File: config.mk
export PLATFORM = sky130hd
export DESIGN_NAME = ext_bus_port
export DESIGN_NICKNAME = d
export VERILOG_FILES = /design/src/ext_bus_pkg.sv /design/src/ext_bus_port.sv
export VERILOG_INCLUDE_DIRS = /design/src
export SDC_FILE = /design/constraint.sdc
export NUM_CORES = 1
export LEC_CHECK = 0
export ABC_AREA = 1
export BUFFER_PORTS_ARGS = -buffer_cell sky130_fd_sc_hd__buf_2
export CORE_MARGIN = 3
export CORE_UTILIZATION = 35
export CTS_BUF_LIST = sky130_fd_sc_hd__clkbuf_2
export CTS_CLUSTER_SIZE = 20
export DETAILED_ROUTE_END_ITERATION = 7
export SLEW_MARGIN = 20
export SYNTH_ARGS = -nofsm -noshare
export SYNTH_HDL_FRONTEND = slang
export SYNTH_SLANG_ARGS = --single-unit
File: constraint.sdc
create_clock -name clock -period 1.6 [get_ports clock]
set_clock_uncertainty 0.1 [all_clocks]
set_input_delay 0 -clock clock [delete_from_list [all_inputs] [get_ports clock]]
set_output_delay 0 -clock clock [all_outputs]
set_load 0.02 [all_outputs]
File: src/ext_bus_cfg.svh
// Constants for the external bus strobe port
`ifndef EXT_BUS_CFG_SVH
`define EXT_BUS_CFG_SVH
`define ADDR_W          32
`define DATA_W          48
`define BANKS           4
`define PAGE_SHIFT_BASE 8
`define BANK_SHIFT_BASE 12
`define DRAM_BANK       2'h0
`define PAGE_SEL_W      3
`define BANK_SEL_W      4
`endif

File: src/ext_bus_pkg.sv
// Types for the external bus strobe port
`include "ext_bus_cfg.svh"
package ext_bus_pkg;
  typedef enum logic [2:0] {
    ST_IDLE, ST_ADDR, ST_STROBE, ST_HALT, ST_FLOAT, ST_GRANT
  } bus_fsm_t;

  typedef struct packed {
    logic                 valid;
    logic                 write;
    logic                 cond;
    logic [`ADDR_W-1:0]   addr;
    logic [`DATA_W-1:0]   wdata;
  } core_req_t;

  typedef struct packed {
    logic                 req;
    logic                 write;
    logic [`ADDR_W-1:0]   addr;
    logic [`DATA_W-1:0]   wdata;
  } slave_req_t;

  typedef struct packed {
    bus_fsm_t             fsm;
    logic                 write;
    logic                 cond;
    logic [`ADDR_W-1:0]   addr;
    logic [`DATA_W-1:0]   wdata;
    logic [`BANKS-1:0]    ms_n;
    logic                 rd_n;
    logic                 wr_n;
    logic                 sw_n;
    logic                 page;
    logic                 ctl_oe_n;
    logic                 data_oe_n;
    logic                 ack_o;
    logic                 ack_oe_n;
    logic                 grant_n;
    logic                 ack_keep;
    logic [`ADDR_W-1:0]   last_row;
    logic                 row_valid;
    logic                 done;
    logic [`DATA_W-1:0]   rdata;
    logic                 strobe_prev;
    slave_req_t           slv;
  } bus_st_t;
endpackage

File: src/ext_bus_port.sv
// External bus strobe port: master cycles, slave decode, hand-over
//
// Operation
// Master drives read strobe for external reads
// Outside party drives read strobe to read us
// Master drives write strobe for external writes
// Outside party drives write strobe to write us
// Only bus master drives strobes and select
// Page output flags a crossed DRAM page
// Page output only for bank 0 accesses
// Page size comes from a control field
// Early write select; write may be abandoned
// Write select active with the address
// Slave tells read from write by select
// Host asserts write select on its writes
// Outside parties pull acknowledge low to wait
// Slave drives acknowledge low to add waits
// Slave stretches master access via acknowledge
// Master keeps last driven acknowledge level
// Suspend sampled low floats bus next cycle
// Access under suspend halts until released
// Suspend only for deadlock or DRAM control
// Host asserts request to take the bus
// Master floats bus, then grants the host
// Host request beats multiprocessor requests
// Grant held low until request released
// Bank selects idle unless access, even false
// Access completes only on acknowledge high; a false-condition access here completes after the address cycle without it
`timescale 1ns/10ps
module ext_bus_port
  import ext_bus_pkg::*;
#(
  parameter int ADDR_W = `ADDR_W,
  parameter int DATA_W = `DATA_W
) (
  // Clock and reset
  input  wire logic                    clock,
  input  wire logic                    rst_n,
  // Core side
  input  wire core_req_t               core_req,
  input  wire logic [`PAGE_SEL_W-1:0]  page_size_sel,
  input  wire logic [`BANK_SEL_W-1:0]  bank_size_sel,
  output logic                         core_done,
  output logic [DATA_W-1:0]            core_rdata,
  // Arbitration
  input  wire logic                    bus_master,
  input  wire logic [5:0]              mp_bus_request_n,
  input  wire logic                    host_bus_request_n,
  output logic                         host_bus_grant_n,
  input  wire logic                    suspend_bus_float_n,
  // Slave side to internal memory
  output slave_req_t                   slave_req,
  input  wire logic                    slave_wait,
  input  wire logic [DATA_W-1:0]       slave_rdata,
  // Address, data, selects
  input  wire logic [ADDR_W-1:0]       addr_in,
  output logic [ADDR_W-1:0]            addr_out,
  output logic                         ctl_oe_n,
  input  wire logic [DATA_W-1:0]       data_in,
  output logic [DATA_W-1:0]            data_out,
  output logic                         data_oe_n,
  output logic [`BANKS-1:0]            memory_bank_select_n,
  output logic                         page_out,
  // Strobes
  input  wire logic                    rd_n_in,
  output logic                         rd_n_out,
  input  wire logic                    wr_n_in,
  output logic                         wr_n_out,
  input  wire logic                    sync_write_select_n_in,
  output logic                         sync_write_select_n_out,
  // Acknowledge
  input  wire logic                    ack_in,
  input  wire logic                    ack_driven,
  output logic                         ack_out,
  output logic                         ack_oe_n
);

  // ----------------------------------------------------------
  // Address decode helpers
  // ----------------------------------------------------------
  function automatic logic [ADDR_W-1:0] page_of(
    input logic [ADDR_W-1:0]      a,
    input logic [`PAGE_SEL_W-1:0] sel);
    page_of = a >> (`PAGE_SHIFT_BASE + sel);
  endfunction

  function automatic logic [1:0] bank_of(
    input logic [ADDR_W-1:0]      a,
    input logic [`BANK_SEL_W-1:0] sel);
    logic [ADDR_W-1:0] s;
    s = a >> (`BANK_SHIFT_BASE + sel);
    bank_of = s[1:0];
  endfunction

  bus_st_t st_ff;
  bus_st_t nxt_st;
  logic    ack_eff;
  logic    host_req;
  logic    susp;
  logic    slv_strobe;

  // ----------------------------------------------------------
  // Next state
  // ----------------------------------------------------------
  always_comb begin
    nxt_st = st_ff;
    nxt_st.done = 1'b0;
    nxt_st.slv.req = 1'b0;
    // Keeper holds the last driven level when nobody drives
    nxt_st.ack_keep = ack_driven ? ack_in : st_ff.ack_keep;
    ack_eff = ack_driven ? ack_in : st_ff.ack_keep;
    host_req = !host_bus_request_n;
    susp = !suspend_bus_float_n;
    // Host request wins whatever the multiprocessor lines say
    nxt_st.ctl_oe_n = 1'b1;
    nxt_st.data_oe_n = 1'b1;
    unique case (st_ff.fsm)
      ST_IDLE: begin
        nxt_st.ms_n = '1;
        nxt_st.rd_n = 1'b1;
        nxt_st.wr_n = 1'b1;
        nxt_st.sw_n = 1'b1;
        nxt_st.page = 1'b0;
        if (host_req && bus_master) begin
          nxt_st.fsm = ST_FLOAT;
        end else if (bus_master && core_req.valid) begin
          nxt_st.addr = core_req.addr;
          nxt_st.wdata = core_req.wdata;
          nxt_st.write = core_req.write;
          nxt_st.cond = core_req.cond;
          if (susp) begin
            nxt_st.fsm = ST_HALT;
          end else begin
            nxt_st.fsm = ST_ADDR;
            nxt_st.ctl_oe_n = 1'b0;
            nxt_st.ms_n = ~(`BANKS'(1) <<
              bank_of(core_req.addr, bank_size_sel));
            nxt_st.sw_n = !core_req.write;
            if (bank_of(core_req.addr, bank_size_sel)
                == `DRAM_BANK) begin
              nxt_st.page = !st_ff.row_valid ||
                page_of(core_req.addr, page_size_sel)
                != st_ff.last_row;
              nxt_st.last_row =
                page_of(core_req.addr, page_size_sel);
              nxt_st.row_valid = 1'b1;
            end
          end
        end
      end
      ST_HALT: begin
        if (!susp) begin
          nxt_st.fsm = ST_IDLE;
        end
      end
      ST_ADDR: begin
        nxt_st.page = 1'b0;
        if (susp) begin
          nxt_st.fsm = ST_HALT;
          nxt_st.ms_n = '1;
          nxt_st.sw_n = 1'b1;
        end else if (!st_ff.cond) begin
          // False condition: selects went out, no strobe
          nxt_st.fsm = ST_IDLE;
          nxt_st.done = 1'b1;
          nxt_st.ms_n = '1;
          nxt_st.sw_n = 1'b1;
        end else begin
          nxt_st.fsm = ST_STROBE;
          nxt_st.ctl_oe_n = 1'b0;
          nxt_st.data_oe_n = !st_ff.write;
          nxt_st.rd_n = st_ff.write;
          nxt_st.wr_n = !st_ff.write;
        end
      end
      ST_STROBE: begin
        if (susp) begin
          nxt_st.fsm = ST_HALT;
          nxt_st.rd_n = 1'b1;
          nxt_st.wr_n = 1'b1;
          nxt_st.sw_n = 1'b1;
          nxt_st.ms_n = '1;
        end else if (ack_eff) begin
          nxt_st.fsm = ST_IDLE;
          nxt_st.done = 1'b1;
          nxt_st.rdata = data_in;
          nxt_st.rd_n = 1'b1;
          nxt_st.wr_n = 1'b1;
          nxt_st.sw_n = 1'b1;
          nxt_st.ms_n = '1;
        end else begin
          nxt_st.ctl_oe_n = 1'b0;
          nxt_st.data_oe_n = st_ff.data_oe_n;
        end
      end
      ST_FLOAT: begin
        nxt_st.fsm = ST_GRANT;
        nxt_st.grant_n = 1'b0;
      end
      ST_GRANT: begin
        if (!host_req) begin
          nxt_st.fsm = ST_IDLE;
          nxt_st.grant_n = 1'b1;
        end
      end
      default: begin
        nxt_st.fsm = ST_IDLE;
      end
    endcase
    if (susp) begin
      nxt_st.ctl_oe_n = 1'b1;
      nxt_st.data_oe_n = 1'b1;
    end
    // Slave side: outside party strobes our memory
    slv_strobe = !(rd_n_in && wr_n_in);
    nxt_st.strobe_prev = !bus_master && slv_strobe;
    if (!bus_master && slv_strobe && !st_ff.strobe_prev) begin
      nxt_st.slv.req = 1'b1;
      nxt_st.slv.write = !sync_write_select_n_in;
      nxt_st.slv.addr = addr_in;
      nxt_st.slv.wdata = data_in;
    end
    nxt_st.ack_oe_n = !(!bus_master && slv_strobe);
    nxt_st.ack_o = !slave_wait;
    if (!bus_master && !rd_n_in && !susp) begin
      nxt_st.data_oe_n = 1'b0;
      nxt_st.wdata = slave_rdata;
    end
  end

  // ----------------------------------------------------------
  // State register
  // ----------------------------------------------------------
  always_ff @(posedge clock or negedge rst_n) begin
    if (!rst_n) begin
      st_ff <= '{fsm: ST_IDLE, ms_n: '1, rd_n: 1'b1, wr_n: 1'b1,
                 sw_n: 1'b1, ctl_oe_n: 1'b1, data_oe_n: 1'b1,
                 ack_o: 1'b1, ack_oe_n: 1'b1, grant_n: 1'b1,
                 ack_keep: 1'b1, default: '0};
    end else begin
      st_ff <= nxt_st;
    end
  end

  // ----------------------------------------------------------
  // Outputs
  // ----------------------------------------------------------
  assign core_done               = st_ff.done;
  assign core_rdata              = st_ff.rdata;
  assign host_bus_grant_n        = st_ff.grant_n;
  assign slave_req               = st_ff.slv;
  assign addr_out                = st_ff.addr;
  assign ctl_oe_n                = st_ff.ctl_oe_n;
  assign data_out                = st_ff.wdata;
  assign data_oe_n               = st_ff.data_oe_n;
  assign memory_bank_select_n    = st_ff.ms_n;
  assign page_out                = st_ff.page;
  assign rd_n_out                = st_ff.rd_n;
  assign wr_n_out                = st_ff.wr_n;
  assign sync_write_select_n_out = st_ff.sw_n;
  assign ack_out                 = st_ff.ack_o;
  assign ack_oe_n                = st_ff.ack_oe_n;
endmodule

==> flow_summary.ini, run 1 <==
[status]
outcome = did not finish
lastStage = 5_1_grt
error = [ERROR GRT-0232] Routing congestion too high. Check the congestion heatmap in the GUI.

[synth]
synth_top_area_cell = dfrtp_1
ys.flop_type = dfrtp_1
yosys.area.top_type_share_pct = 45.65
synth_edf_count = 0
synth_seq_area_share_pct = 48.22
synth_cell_types = 38
syn_area_per_cell_um2 = 8.097
synthTopCellsByArea = dfrtp_1 46%, nand2_1 14%, buf_4 12%
synth.cell_area_um2 = 13320
synth_fp_nets = 1880
ys_async_sr_fraction_pct = 100.0
yosys_warnings = 0
ys_ff_latch = 256
synth_cells = 1645

[clock_tree]
clockRootBuffer = clkbuf_2
numCtsBuffers = 73
cts.sinks = 256
cts_max_path_buffers = 3
cts.htree.levels = 3

[die]
rows = 70
start_util_pct = 35.95
die_height_um = 201.1
die_w_um = 201.1
num_io_pins = 459

[global_routing]
globalRouteTotalUtil_pct = 51.87
grt_max_degree = 131
globalRoute.totalOverflow = 4

[place]
portBuffers = 452
gp_congestion = 0.9191
dp.cells = 2403
hpwl_um = 30410
placed_area_um2 = 15170

[sta]
endpoint_type = register input
worst_endpoint = st_ff[132]$_DFFE_PN0P_/D
## Yosys cell counts (5+ instances only)
| cell type | count |
|---|---|
| nand2_2 | 11 |
| dfrtp_1 | 243 |
| o21ai_1 | 14 |
| buf_4 | 219 |
| dfstp_2 | 13 |
| nand2_1 | 482 |
| nor2_1 | 122 |
| inv_1 | 103 |
| o21ai_2 | 11 |
| a31oi_1 | 39 |
| nand3_1 | 119 |
| inv_2 | 9 |
| a31oi_2 | 10 |
| a21oi_1 | 58 |
| clkbuf_1 | 35 |
| nand4_1 | 5 |
| o211ai_1 | 8 |
| buf_2 | 28 |
| o21ai_0 | 79 |
| buf_6 | 6 |
## metal layers
layer  global-route usage [%]  overflow
met1                    52.69         0
met2                    68.10         1
met3                    41.54         0
met4                    39.27         3
met5                    19.64         0
## logic make-up after synthesis
group / after synthesis / share of synthesized area [%]
DFF: 256 / 48.22
buffers and inverters: 406 / 18.34
AOI/OAI and AO/OA: 227 / 10.14
and+or+nand+nor: 756 / 23.30
## stage by stage
step | setup slack (ns) | TNS [ns] | hold WS, ns
2_1_floorplan | -0.1205 | -4.387 | -0.3956
3_3_place_gp | -0.3067 | -12.53 | -0.1741
3_5_place_dp | -0.3758 | -18.56 | -0.1700
4_1_cts | -0.2906 | -58.34 | 0.0003920
## what timing repair did
| action | CTS |
|---|---|
| endpoints found under the setup margin | 367 |
| resized for setup | 562 |
| pin swaps | 12 |
| hold endpoints to repair | 512 |
| buffers inserted | 99 |
| hold buffers | 521 |
| cloned | 22 |
==> run 2, diff against run 1 <==
--- a/config.mk
+++ b/config.mk
@@ -9,10 +9,9 @@
 export ABC_AREA = 1
 export BUFFER_PORTS_ARGS = -buffer_cell sky130_fd_sc_hd__buf_2
 export CORE_MARGIN = 3
-export CORE_UTILIZATION = 35
-export CTS_BUF_LIST = sky130_fd_sc_hd__clkbuf_2
-export CTS_CLUSTER_SIZE = 20
+export CORE_UTILIZATION = 20
 export DETAILED_ROUTE_END_ITERATION = 7
+export PLACE_DENSITY_LB_ADDON = 0.15
 export SLEW_MARGIN = 20
 export SYNTH_ARGS = -nofsm -noshare
 export SYNTH_HDL_FRONTEND = slang
==> constraint.sdc (replaced) <==
create_clock -name clock -period 2.1 [get_ports clock]
set_clock_uncertainty 0.1 [all_clocks]
set_input_delay 0 -clock clock [delete_from_list [all_inputs] [get_ports clock]]
set_output_delay 0 -clock clock [all_outputs]
set_load 0.02 [all_outputs]
==> flow_summary.ini, run 2 <==
[sta]
tightest_slew_ns = 0.6536
final-max-slew-violation-count = 0
max_freq_ghz = 0.4922
grt_setup_unrepaired = true
finalHoldViolations = 0
max-slew-margin-rel_pct = 56.42
setup_viol = 0
timing.hold.ws_ns = 0.07364
min_period_ns = 2.032
setup_ws_ns = 0.06812
finalCritPeriodShare_pct = 96.76

[power_and_ir_drop]
power.switching_mw = 8.083
p_clk_share_pct = 27.7
power.density_nw_per_um2 = 1129
p_int_mw = 13.08
vdd_drop_max_v = 0.0004891
power_mw = 21.17
p_sw_share_pct = 38.19
p_comb_share_pct = 36.6
power_frac_seq_pct = 35.7
leakage_nw = 9.233

[synth]
ys_ff_latch = 256
synth.cell_area_um2 = 13320
synth_edf_count = 0
synthTopCellsByArea = dfrtp_1 46%, nand2_1 14%, buf_4 12%
yosys.area.top_type_share_pct = 45.65
synth_seq_area_share_pct = 48.22
synth.most_common_cell = nand2_1
synth_top_area_cell = dfrtp_1
syn_area_per_cell_um2 = 8.097
yosys_warnings = 0
synth_fp_nets = 1880
synth_cell_types = 38
ys.flop_type = dfrtp_1
synth_cells = 1645
ys_async_sr_fraction_pct = 100.0
yosys-top-cells-count = 482 x nand2_1, 243 x dfrtp_1, 219 x buf_4

[place]
gp_congestion = 0.7946
portBuffers = 452
place_ws_ns = 0.02656
hpwl_um = 33700

[die]
die_height_um = 264.1
die-area_um2 = 69730
num_io_pins = 459
core_um2 = 65160
rows = 93
start_util_pct = 20.44
die_w_um = 264.1

[clock_tree]
clk_latency_ns = 0.52
cts_max_path_buffers = 3
clockRootBuffer = clkbuf_16
cts.sinks = 256
cts.clk_slew.worst_paths_ns = 0.05
numCtsBuffers = 35
cts_tree = built
cts.htree.levels = 2

[route]
drt_iter0_drc = 677
ant_nets = 0
drcViolationCount = 0
first_pass_iters = 5
via_per_inst = 4.023
vias = 12114
wl_per_cell_um = 15.68
wl_um = 47230

[setup_path]
slowest_delay_ns = 0.55
cpMaxStageDelayCell = dlygate4sd3_1
worstSetupStartpointType = flip-flop
cp_data_arrival_time_ns = 2.34
path_max_fanout = 2
path_cells = o21ai_0 > buf_4 > dlygate4sd3_1 > inv_1 > a22oi_1 > o2111ai_1
crit_type = reg2reg
cp.required_ns = 2.41
critPathCaptureType = flip-flop

[global_routing]
grt_pass1_vias = 12357
globalRoute.totalOverflow = 0
grt_pass1_wl_um = 71880
grt_max_degree = 131
globalRouteTotalUtil_pct = 12.95
antenna_found_initial = 3

[layout]
layout_common_cells = 482 x nand2_1, 451 x buf_2, 241 x dfrtp_1
nets = 2366
insertedDiodeCount = 0
largest_reg_flops = 82
final_common_cell = nand2_1
area_growth_pct = 40.74
drive_above_1_share_pct = 29.17

[status]
outcome = complete, no violations

[job]
cap_violations = 0

[worst_hold_path]
hold_class = in2reg
-- run 2: cell counts after synthesis --
No cell type changed its count.
-- run 2: routing by layer --
layer / global-route usage (%) / part of all wire (%) / wire length (um) / vias to the layer above
li1: - / - / - / 6021
met1: 16.45 / 44 / 20770 / 5689
met2: 21.83 / 48 / 22500 / 325
met3: 3.101 / 5.9 / 2803 / 75
met4: 3.779 / 2.4 / 1129 / 4
met5: 0 / 0.057 / 27 / -
-- run 2: area by class of cell --
cell class                      instances  area, um2
Clock buffer                           55       1061
Clock inverter                          7      66.31
Fill cell                            7113      46420
Inverter                              113      425.4
Multi-Input combinational cell        985       4497
Sequential cell                       256       6425
Tap cell                              855       1070
Timing Repair Buffer                  740       5202
-- run 2: cell families after synthesis --
logic type             after synthesis  share of synthesized area (%)
buffers and inverters              406                          18.34
DFF                                256                          48.22
AOI/OAI and AO/OA                  227                          10.14
and+or+nand+nor                    756                          23.30
-- run 2: metrics by stage --
step / cell area [um2] / setup TNS (ns) / util, % / cells
2_1_floorplan: 13320 / 0 / - / 1645
5_1_grt: 18750 / -0.05923 / 28.77 / 3011
4_1_cts: 18610 / 0 / 28.55 / 2997
3_5_place_dp: 15110 / 0 / 23.18 / 2699
3_3_place_gp: 15110 / 0 / 23.18 / 2699
6_report: 18750 / 0 / 28.77 / 3011
-- run 2: what timing repair did --
| item | 4_1_cts | 5_1_grt |
|---|---|---|
| endpoints found under the hold margin | 495 | 0 |
| gates resized for setup | 0 | 3 |
| buffers inserted | 0 | 11 |
| endpoints found under the setup margin | 0 | 51 |
| hold buffers | 236 | 0 |
-- run 2: final timing paths --
| kind | start | to | slack (ns) | cells after the start |
|---|---|---|---|---|
| worst max-delay path | st_ff[165] | ctl_oe_n | 0.07 | 6 |
| worst min-delay path | page_size_sel[0] | st_ff[156] | 0.07 | 6 |
| worst max register to register | st_ff[165] | ctl_oe_n | 0.07 | 6 |
| worst min register to register | slave_req[51] | slave_req[51] | 0.36 | 2 |
| max in group asynchronous | rst_n | data_out[26] | 0.91 | 4 |
| min in group asynchronous | rst_n | memory_bank_select_n[0] | 0.57 | 3 |
-- run 2: power groups by stage --
| stage | combinational (mW) | clock, mW | sequential, mW |
|---|---|---|---|
| after floorplan | 6.44 | 0 | 7.46 |
| after global placement | 7.37 | 0 | 7.63 |
| after detailed placement | 7.43 | 0 | 7.64 |
| after CTS | 7.85 | 6.18 | 7.58 |
| after global routing | 8.54 | 6.32 | 7.77 |
| final | 7.76 | 5.86 | 7.55 |
-- run 2: worst max-delay path: cells and delay by family, from the launching register on --
family | cells | cell delay [ns]
buf+inv | 3 | 0.80
compound gates | 3 | 0.68
flops | 1 | 0.35
(Power assumes the default switching activity.)
==> run 3, diff against run 2 <==
--- a/config.mk
+++ b/config.mk
@@ -8,6 +8,7 @@
 export LEC_CHECK = 0
 export ABC_AREA = 1
 export BUFFER_PORTS_ARGS = -buffer_cell sky130_fd_sc_hd__buf_2
+export CORE_ASPECT_RATIO = 1.4
 export CORE_MARGIN = 3
 export CORE_UTILIZATION = 20
 export DETAILED_ROUTE_END_ITERATION = 7
==> flow_summary.ini, run 3 (synthesized netlist as in run 2, its figures left out) <==
[clock_tree]
cts.sinks = 256
clk_latency_ns = 0.58
cts.clk_slew.worst_paths_ns = 0.07
cts_tree = built
numCtsBuffers = 31
cts.htree.levels = 1
cts_max_path_buffers = 3
clockRootBuffer = clkbuf_16

[power_and_ir_drop]
leakage_nw = 9.154
p_int_mw = 12.53
p_sw_share_pct = 39.47
power.density_nw_per_um2 = 1106
power_mw = 20.71
power_frac_seq_pct = 36.4
vdd_drop_max_v = 0.0005650
p_clk_share_pct = 25.8
power.switching_mw = 8.173
p_comb_share_pct = 37.7

[global_routing]
antenna_found_initial = 3
grt_max_degree = 73
globalRouteTotalUtil_pct = 13.27
grt_pass1_vias = 12416
globalRoute.totalOverflow = 0
grt_pass1_wl_um = 73540

[route]
drcViolationCount = 0
wl_um = 47840
ant_nets = 0
first_pass_iters = 5
via_per_inst = 4.044
vias = 12147
wl_per_cell_um = 15.93
drt_iter0_drc = 543

[die]
core_um2 = 65690
die_w_um = 224.1
rows = 111
die-area_um2 = 69780
die_height_um = 311.4
start_util_pct = 20.28
num_io_pins = 459

[sta]
finalCritPeriodShare_pct = 96.42
tightest_slew_ns = 0.5853
min_period_ns = 2.025
finalHoldViolations = 0
timing.hold.ws_ns = 0.06337
final-max-slew-violation-count = 0
max_freq_ghz = 0.4939
grt_setup_unrepaired = true
setup_viol = 0
max-slew-margin-rel_pct = 60.98

[layout]
drive_above_1_share_pct = 28.58
finish.instance_area_um2 = 18720
largest_reg_flops = 82
final_common_cell = nand2_1
area_growth_pct = 40.54
layout_common_cells = 481 x nand2_1, 451 x buf_2, 248 x dlygate4sd3_1
nets = 2365
final_util_pct = 28.50
nFillCells = 7126

[place]
portBuffers = 452
hpwl_um = 35040
gp_congestion = 0.7961
placed_area_um2 = 15120

[worst_hold_path]
hold_class = in2reg

[setup_path]
cpMaxStageDelayCell = dlygate4sd3_1
cp.required_ns = 2.51
slowest_delay_ns = 0.57
crit_type = reg2reg
path_cells = nor2_2 > nor2_1 > nor4_4 > nand3_2 > dlygate4sd3_1 > o22a_1
worstSetupStartpointType = flip-flop
critPathCaptureType = flip-flop
cp_data_arrival_time_ns = 2.44
path_max_fanout = 4

[status]
outcome = complete, no violations

[job]
cap_violations = 0
## run 3: cell types whose count changed in the layout (fill, tap and decap cells not counted), moves of 2 or more
cell and change:
buf_12 +2, buf_4 -11, clkbuf_16 -4, clkbuf_8 -5
clkinv_2 +2, clkinv_4 +2, diode_2 +2, dlygate4sd3_1 +13
## run 3: final cells by class
type / instances / area (um2) / area share [%]
Clock buffer: 46 / 892.1 / 4.765
Tap cell: 847 / 1060 / 5.661
Sequential cell: 256 / 6425 / 34.32
Antenna cell: 2 / 5.005 / 0.02673
Multi-Input combinational cell: 983 / 4492 / 23.99
Inverter: 113 / 427.9 / 2.286
Clock inverter: 12 / 101.3 / 0.5414
Timing Repair Buffer: 745 / 5318 / 28.41
## run 3: worst paths after layout
path | startpoint | to | slack (ns) | cells after the start
min reg2reg | slave_req[76] | slave_req[76] | 0.36 | 2
min in group asynchronous | rst_n | addr_out[12] | 0.51 | 4
max in group asynchronous | rst_n | ack_oe_n | 0.90 | 4
max | st_ff[261] | memory_bank_select_n[1] | 0.08 | 6
min | addr_in[4] | slave_req[52] | 0.06 | 4
max reg2reg | st_ff[261] | memory_bank_select_n[1] | 0.08 | 6
## run 3: per-stage QoR
step | setup WS [ns] | TNS, ns | instances
2_1_floorplan | 0.3521 | 0 | 1645
3_3_place_gp | 0.1053 | 0 | 2689
3_5_place_dp | 0.1034 | 0 | 2689
4_1_cts | 0.04350 | 0 | 2996
5_1_grt | -0.03331 | -0.1327 | 3004
6_report | 0.07521 | 0 | 3004
## run 3: layer usage
metal  vias up  share of wire [%]  track usage (%)
met5         -              0.027                0
met4         2                2.4            3.797
met3        58                5.5            2.601
met2       326                 52            24.77
met1      5754                 40            15.21
li1       6007                  -                -
## run 3: critical path: cells and delay by family (launching register included)
family / cells / cell delay, ns
DFF: 1 / 0.42
and+or+nand+nor: 4 / 0.69
buffers and inverters: 1 / 0.57
AOI/OAI and AO/OA: 1 / 0.17
## run 3: power by group through the flow
stage	clock [mW]	combinational (mW)	sequential [mW]
2_1_floorplan	0	6.44	7.46
3_3_place_gp	0	7.47	7.60
3_5_place_dp	0	7.52	7.63
4_1_cts	5.67	7.92	7.56
5_1_grt	5.83	8.59	7.77
6_report	5.35	7.81	7.54
## run 3: what timing repair did
item	CTS	global route
setup endpoints to repair	0	27
setup buffers	0	5
hold endpoints to repair	509	0
hold buffers	249	0
gates resized for setup	0	7
==> run 4, diff against run 3 <==
--- a/config.mk
+++ b/config.mk
@@ -6,7 +6,7 @@
 export SDC_FILE = /design/constraint.sdc
 export NUM_CORES = 1
 export LEC_CHECK = 0
-export ABC_AREA = 1
+export ABC_AREA = 0
 export BUFFER_PORTS_ARGS = -buffer_cell sky130_fd_sc_hd__buf_2
 export CORE_ASPECT_RATIO = 1.4
 export CORE_MARGIN = 3
==> flow_summary.ini, run 4 <==
[status]
outcome = complete, no violations

[synth]
ys_ff_latch = 256
synth_seq_area_share_pct = 48.95
yosys-top-cells-count = 243 x dfrtp_1, 217 x buf_4, 169 x mux2_2
ys_async_sr_fraction_pct = 100.0
synth_top_area_cell = dfrtp_1
synth_fp_nets = 1363
yosys.area.top_type_share_pct = 46.34
synth_cell_types = 48
syn_area_per_cell_um2 = 11.63
synth.cell_area_um2 = 13120
synth_cells = 1128
yosys_warnings = 0
synth.most_common_cell = dfrtp_1
ys.flop_type = dfrtp_1
synthTopCellsByArea = dfrtp_1 46%, mux2_2 15%, buf_4 12%
synth_edf_count = 0

[setup_path]
cpMaxStageDelayCell = dlygate4sd3_1
path_cells = dlygate4sd3_1 > buf_2 > mux4_2 > mux4_2 > nor3_4 > buf_12 > mux2_2
critPathCaptureType = flip-flop
cp.required_ns = 2.47
cp_data_arrival_time_ns = 2.43
slowest_delay_ns = 0.53
crit_type = in2reg
cpMostUsedCell = mux4_2
regToRegSetupSlack_ns = 0.09
worstSetupStartpointType = input pin
path_max_fanout = 13

[die]
die-area_um2 = 68760
die_height_um = 309.1
rows = 110
core_um2 = 64690
start_util_pct = 20.28
num_io_pins = 459
die_w_um = 222.5

[job]
cap_violations = 0

[clock_tree]
cts.clk_slew.worst_paths_ns = 0.06
cts_max_path_buffers = 3
cts.sinks = 256
clk_latency_ns = 0.59
cts_tree = built
numCtsBuffers = 31
clockRootBuffer = clkbuf_16
cts.htree.levels = 1

[layout]
ff_latch_area_um2 = 6422
area_growth_pct = 47.22
final_util_pct = 29.86
final_common_cell = buf_2
layout_common_cells = 448 x buf_2, 281 x dlygate4sd3_1, 243 x dfrtp_1
largest_reg_flops = 82
drive_above_1_share_pct = 47.48
multi_input_area_um2 = 4830
nFillCells = 6716
nets = 1940

[sta]
final-max-slew-violation-count = 0
finalCritPeriodShare_pct = 98.22
finalHoldViolations = 0
setup_viol = 0
max-slew-margin-rel_pct = 54.17
grt_setup_unrepaired = false
min_period_ns = 2.063
setup_tns_ns = 0
max_freq_ghz = 0.4848
tightest_slew_ns = 0.6874

[power_and_ir_drop]
vdd_drop_max_v = 0.0007368
leakage_nw = 8.748
power.density_nw_per_um2 = 1037

[route]
drt_iter0_drc = 315
first_pass_iters = 4
ant_nets = 0
drcViolationCount = 0
via_per_inst = 4.010
wl_um = 42690
wl_per_cell_um = 16.61
vias = 10305

[place]
gp_congestion = 0.7300
portBuffers = 452
hpwl_um = 30910

[global_routing]
grt_pass1_vias = 11175
grt_pass1_wl_um = 65960
globalRoute.totalOverflow = 0
grt_max_degree = 97
antenna_found_initial = 2
globalRouteTotalUtil_pct = 11.96

[worst_hold_path]
hold_class = in2reg
==> run 4: cell types whose count changed after synthesis, moves of 14 or more <==
| cell | change |
|---|---|
| inv_1 | -88 |
| nor2_1 | -87 |
| o21ai_1 | -14 |
| mux2_2 | +169 |
| mux4_2 | +27 |
| o21ai_0 | -22 |
| a21oi_1 | -29 |
| nor2b_1 | +50 |
| nand2_1 | -418 |
| nand3_1 | -116 |
| buf_2 | -19 |
| mux2i_1 | +24 |
==> run 4: kinds of logic after synthesis <==
kind of cell | after synthesis | synth area share (%)
buf+inv | 293 | 14.73
compound gates | 157 | 6.933
simple gates | 179 | 6.847
mux | 222 | 21.14
xor+xnor | 21 | 1.402
flops | 256 | 48.95
==> run 4: repair_timing <==
action                                  CTS  global route
resized for setup                         0            18
pin swaps                                 1             1
hold endpoints to repair                497             0
buffers inserted                          1             2
endpoints found under the setup margin   17            47
hold buffers                            281             0
==> run 4: critical path, delay by kind of cell <==
| kind | cells | cell delay (ns) |
|---|---|---|
| buf+inv | 3 | 0.88 |
| mux | 3 | 1.32 |
| simple gates | 1 | 0.23 |
==> run 4: final cells by class <==
cell class	count	area share, %
Clock buffer	42	4.592
Sequential cell	256	33.25
Tap cell	840	5.441
Timing Repair Buffer	822	30.81
Inverter	15	0.3109
Clock inverter	15	0.5894
Antenna cell	1	0.01295
Multi-Input combinational cell	579	25.00
==> run 4: worst paths after layout <==
path / startpoint / endpoint / cells past startpoint
worst max-delay path: core_req[63] / st_ff[154] / 7
max in group asynchronous: rst_n / core_rdata[22] / 4
worst min register to register: rd_n_out / rd_n_out / 2
worst min-delay path: addr_in[19] / slave_req[67] / 3
min in group asynchronous: rst_n / core_rdata[37] / 3
worst max register to register: st_ff[261] / st_ff[154] / 7
==> run 4: per-stage QoR <==
stage	total power [mW]	hold WS (ns)	std cells	area, um2	setup slack, ns
floorplan	13.28	-0.3956	1128	13150	-0.07009
finish	20.04	0.06708	2570	19320	0.03736
detailed placement	14.50	-0.05317	2228	15420	-0.2701
global route	21.38	0.04542	2569	19310	0.001159
CTS	20.50	0.002718	2567	19240	0.01099
global placement	14.44	-0.05268	2228	15420	-0.2502
==> run 4: report_power, final <==
| part | internal (mW) | switching [mW] | leakage, nW |
|---|---|---|---|
| combinational | 3.25 | 4.15 | 5.13 |
| sequential | 6.51 | 0.769 | 3.11 |
| clock | 3.07 | 2.29 | 0.503 |
==> run 4: per-layer routing <==
layer | share of wire [%] | up-vias | global-route usage (%)
met5 | 0.030 | - | 0
met4 | 2.0 | 2 | 3.284
met3 | 6.6 | 48 | 2.876
met2 | 52 | 312 | 21.99
met1 | 39 | 5086 | 13.87
li1 | - | 4857 | -
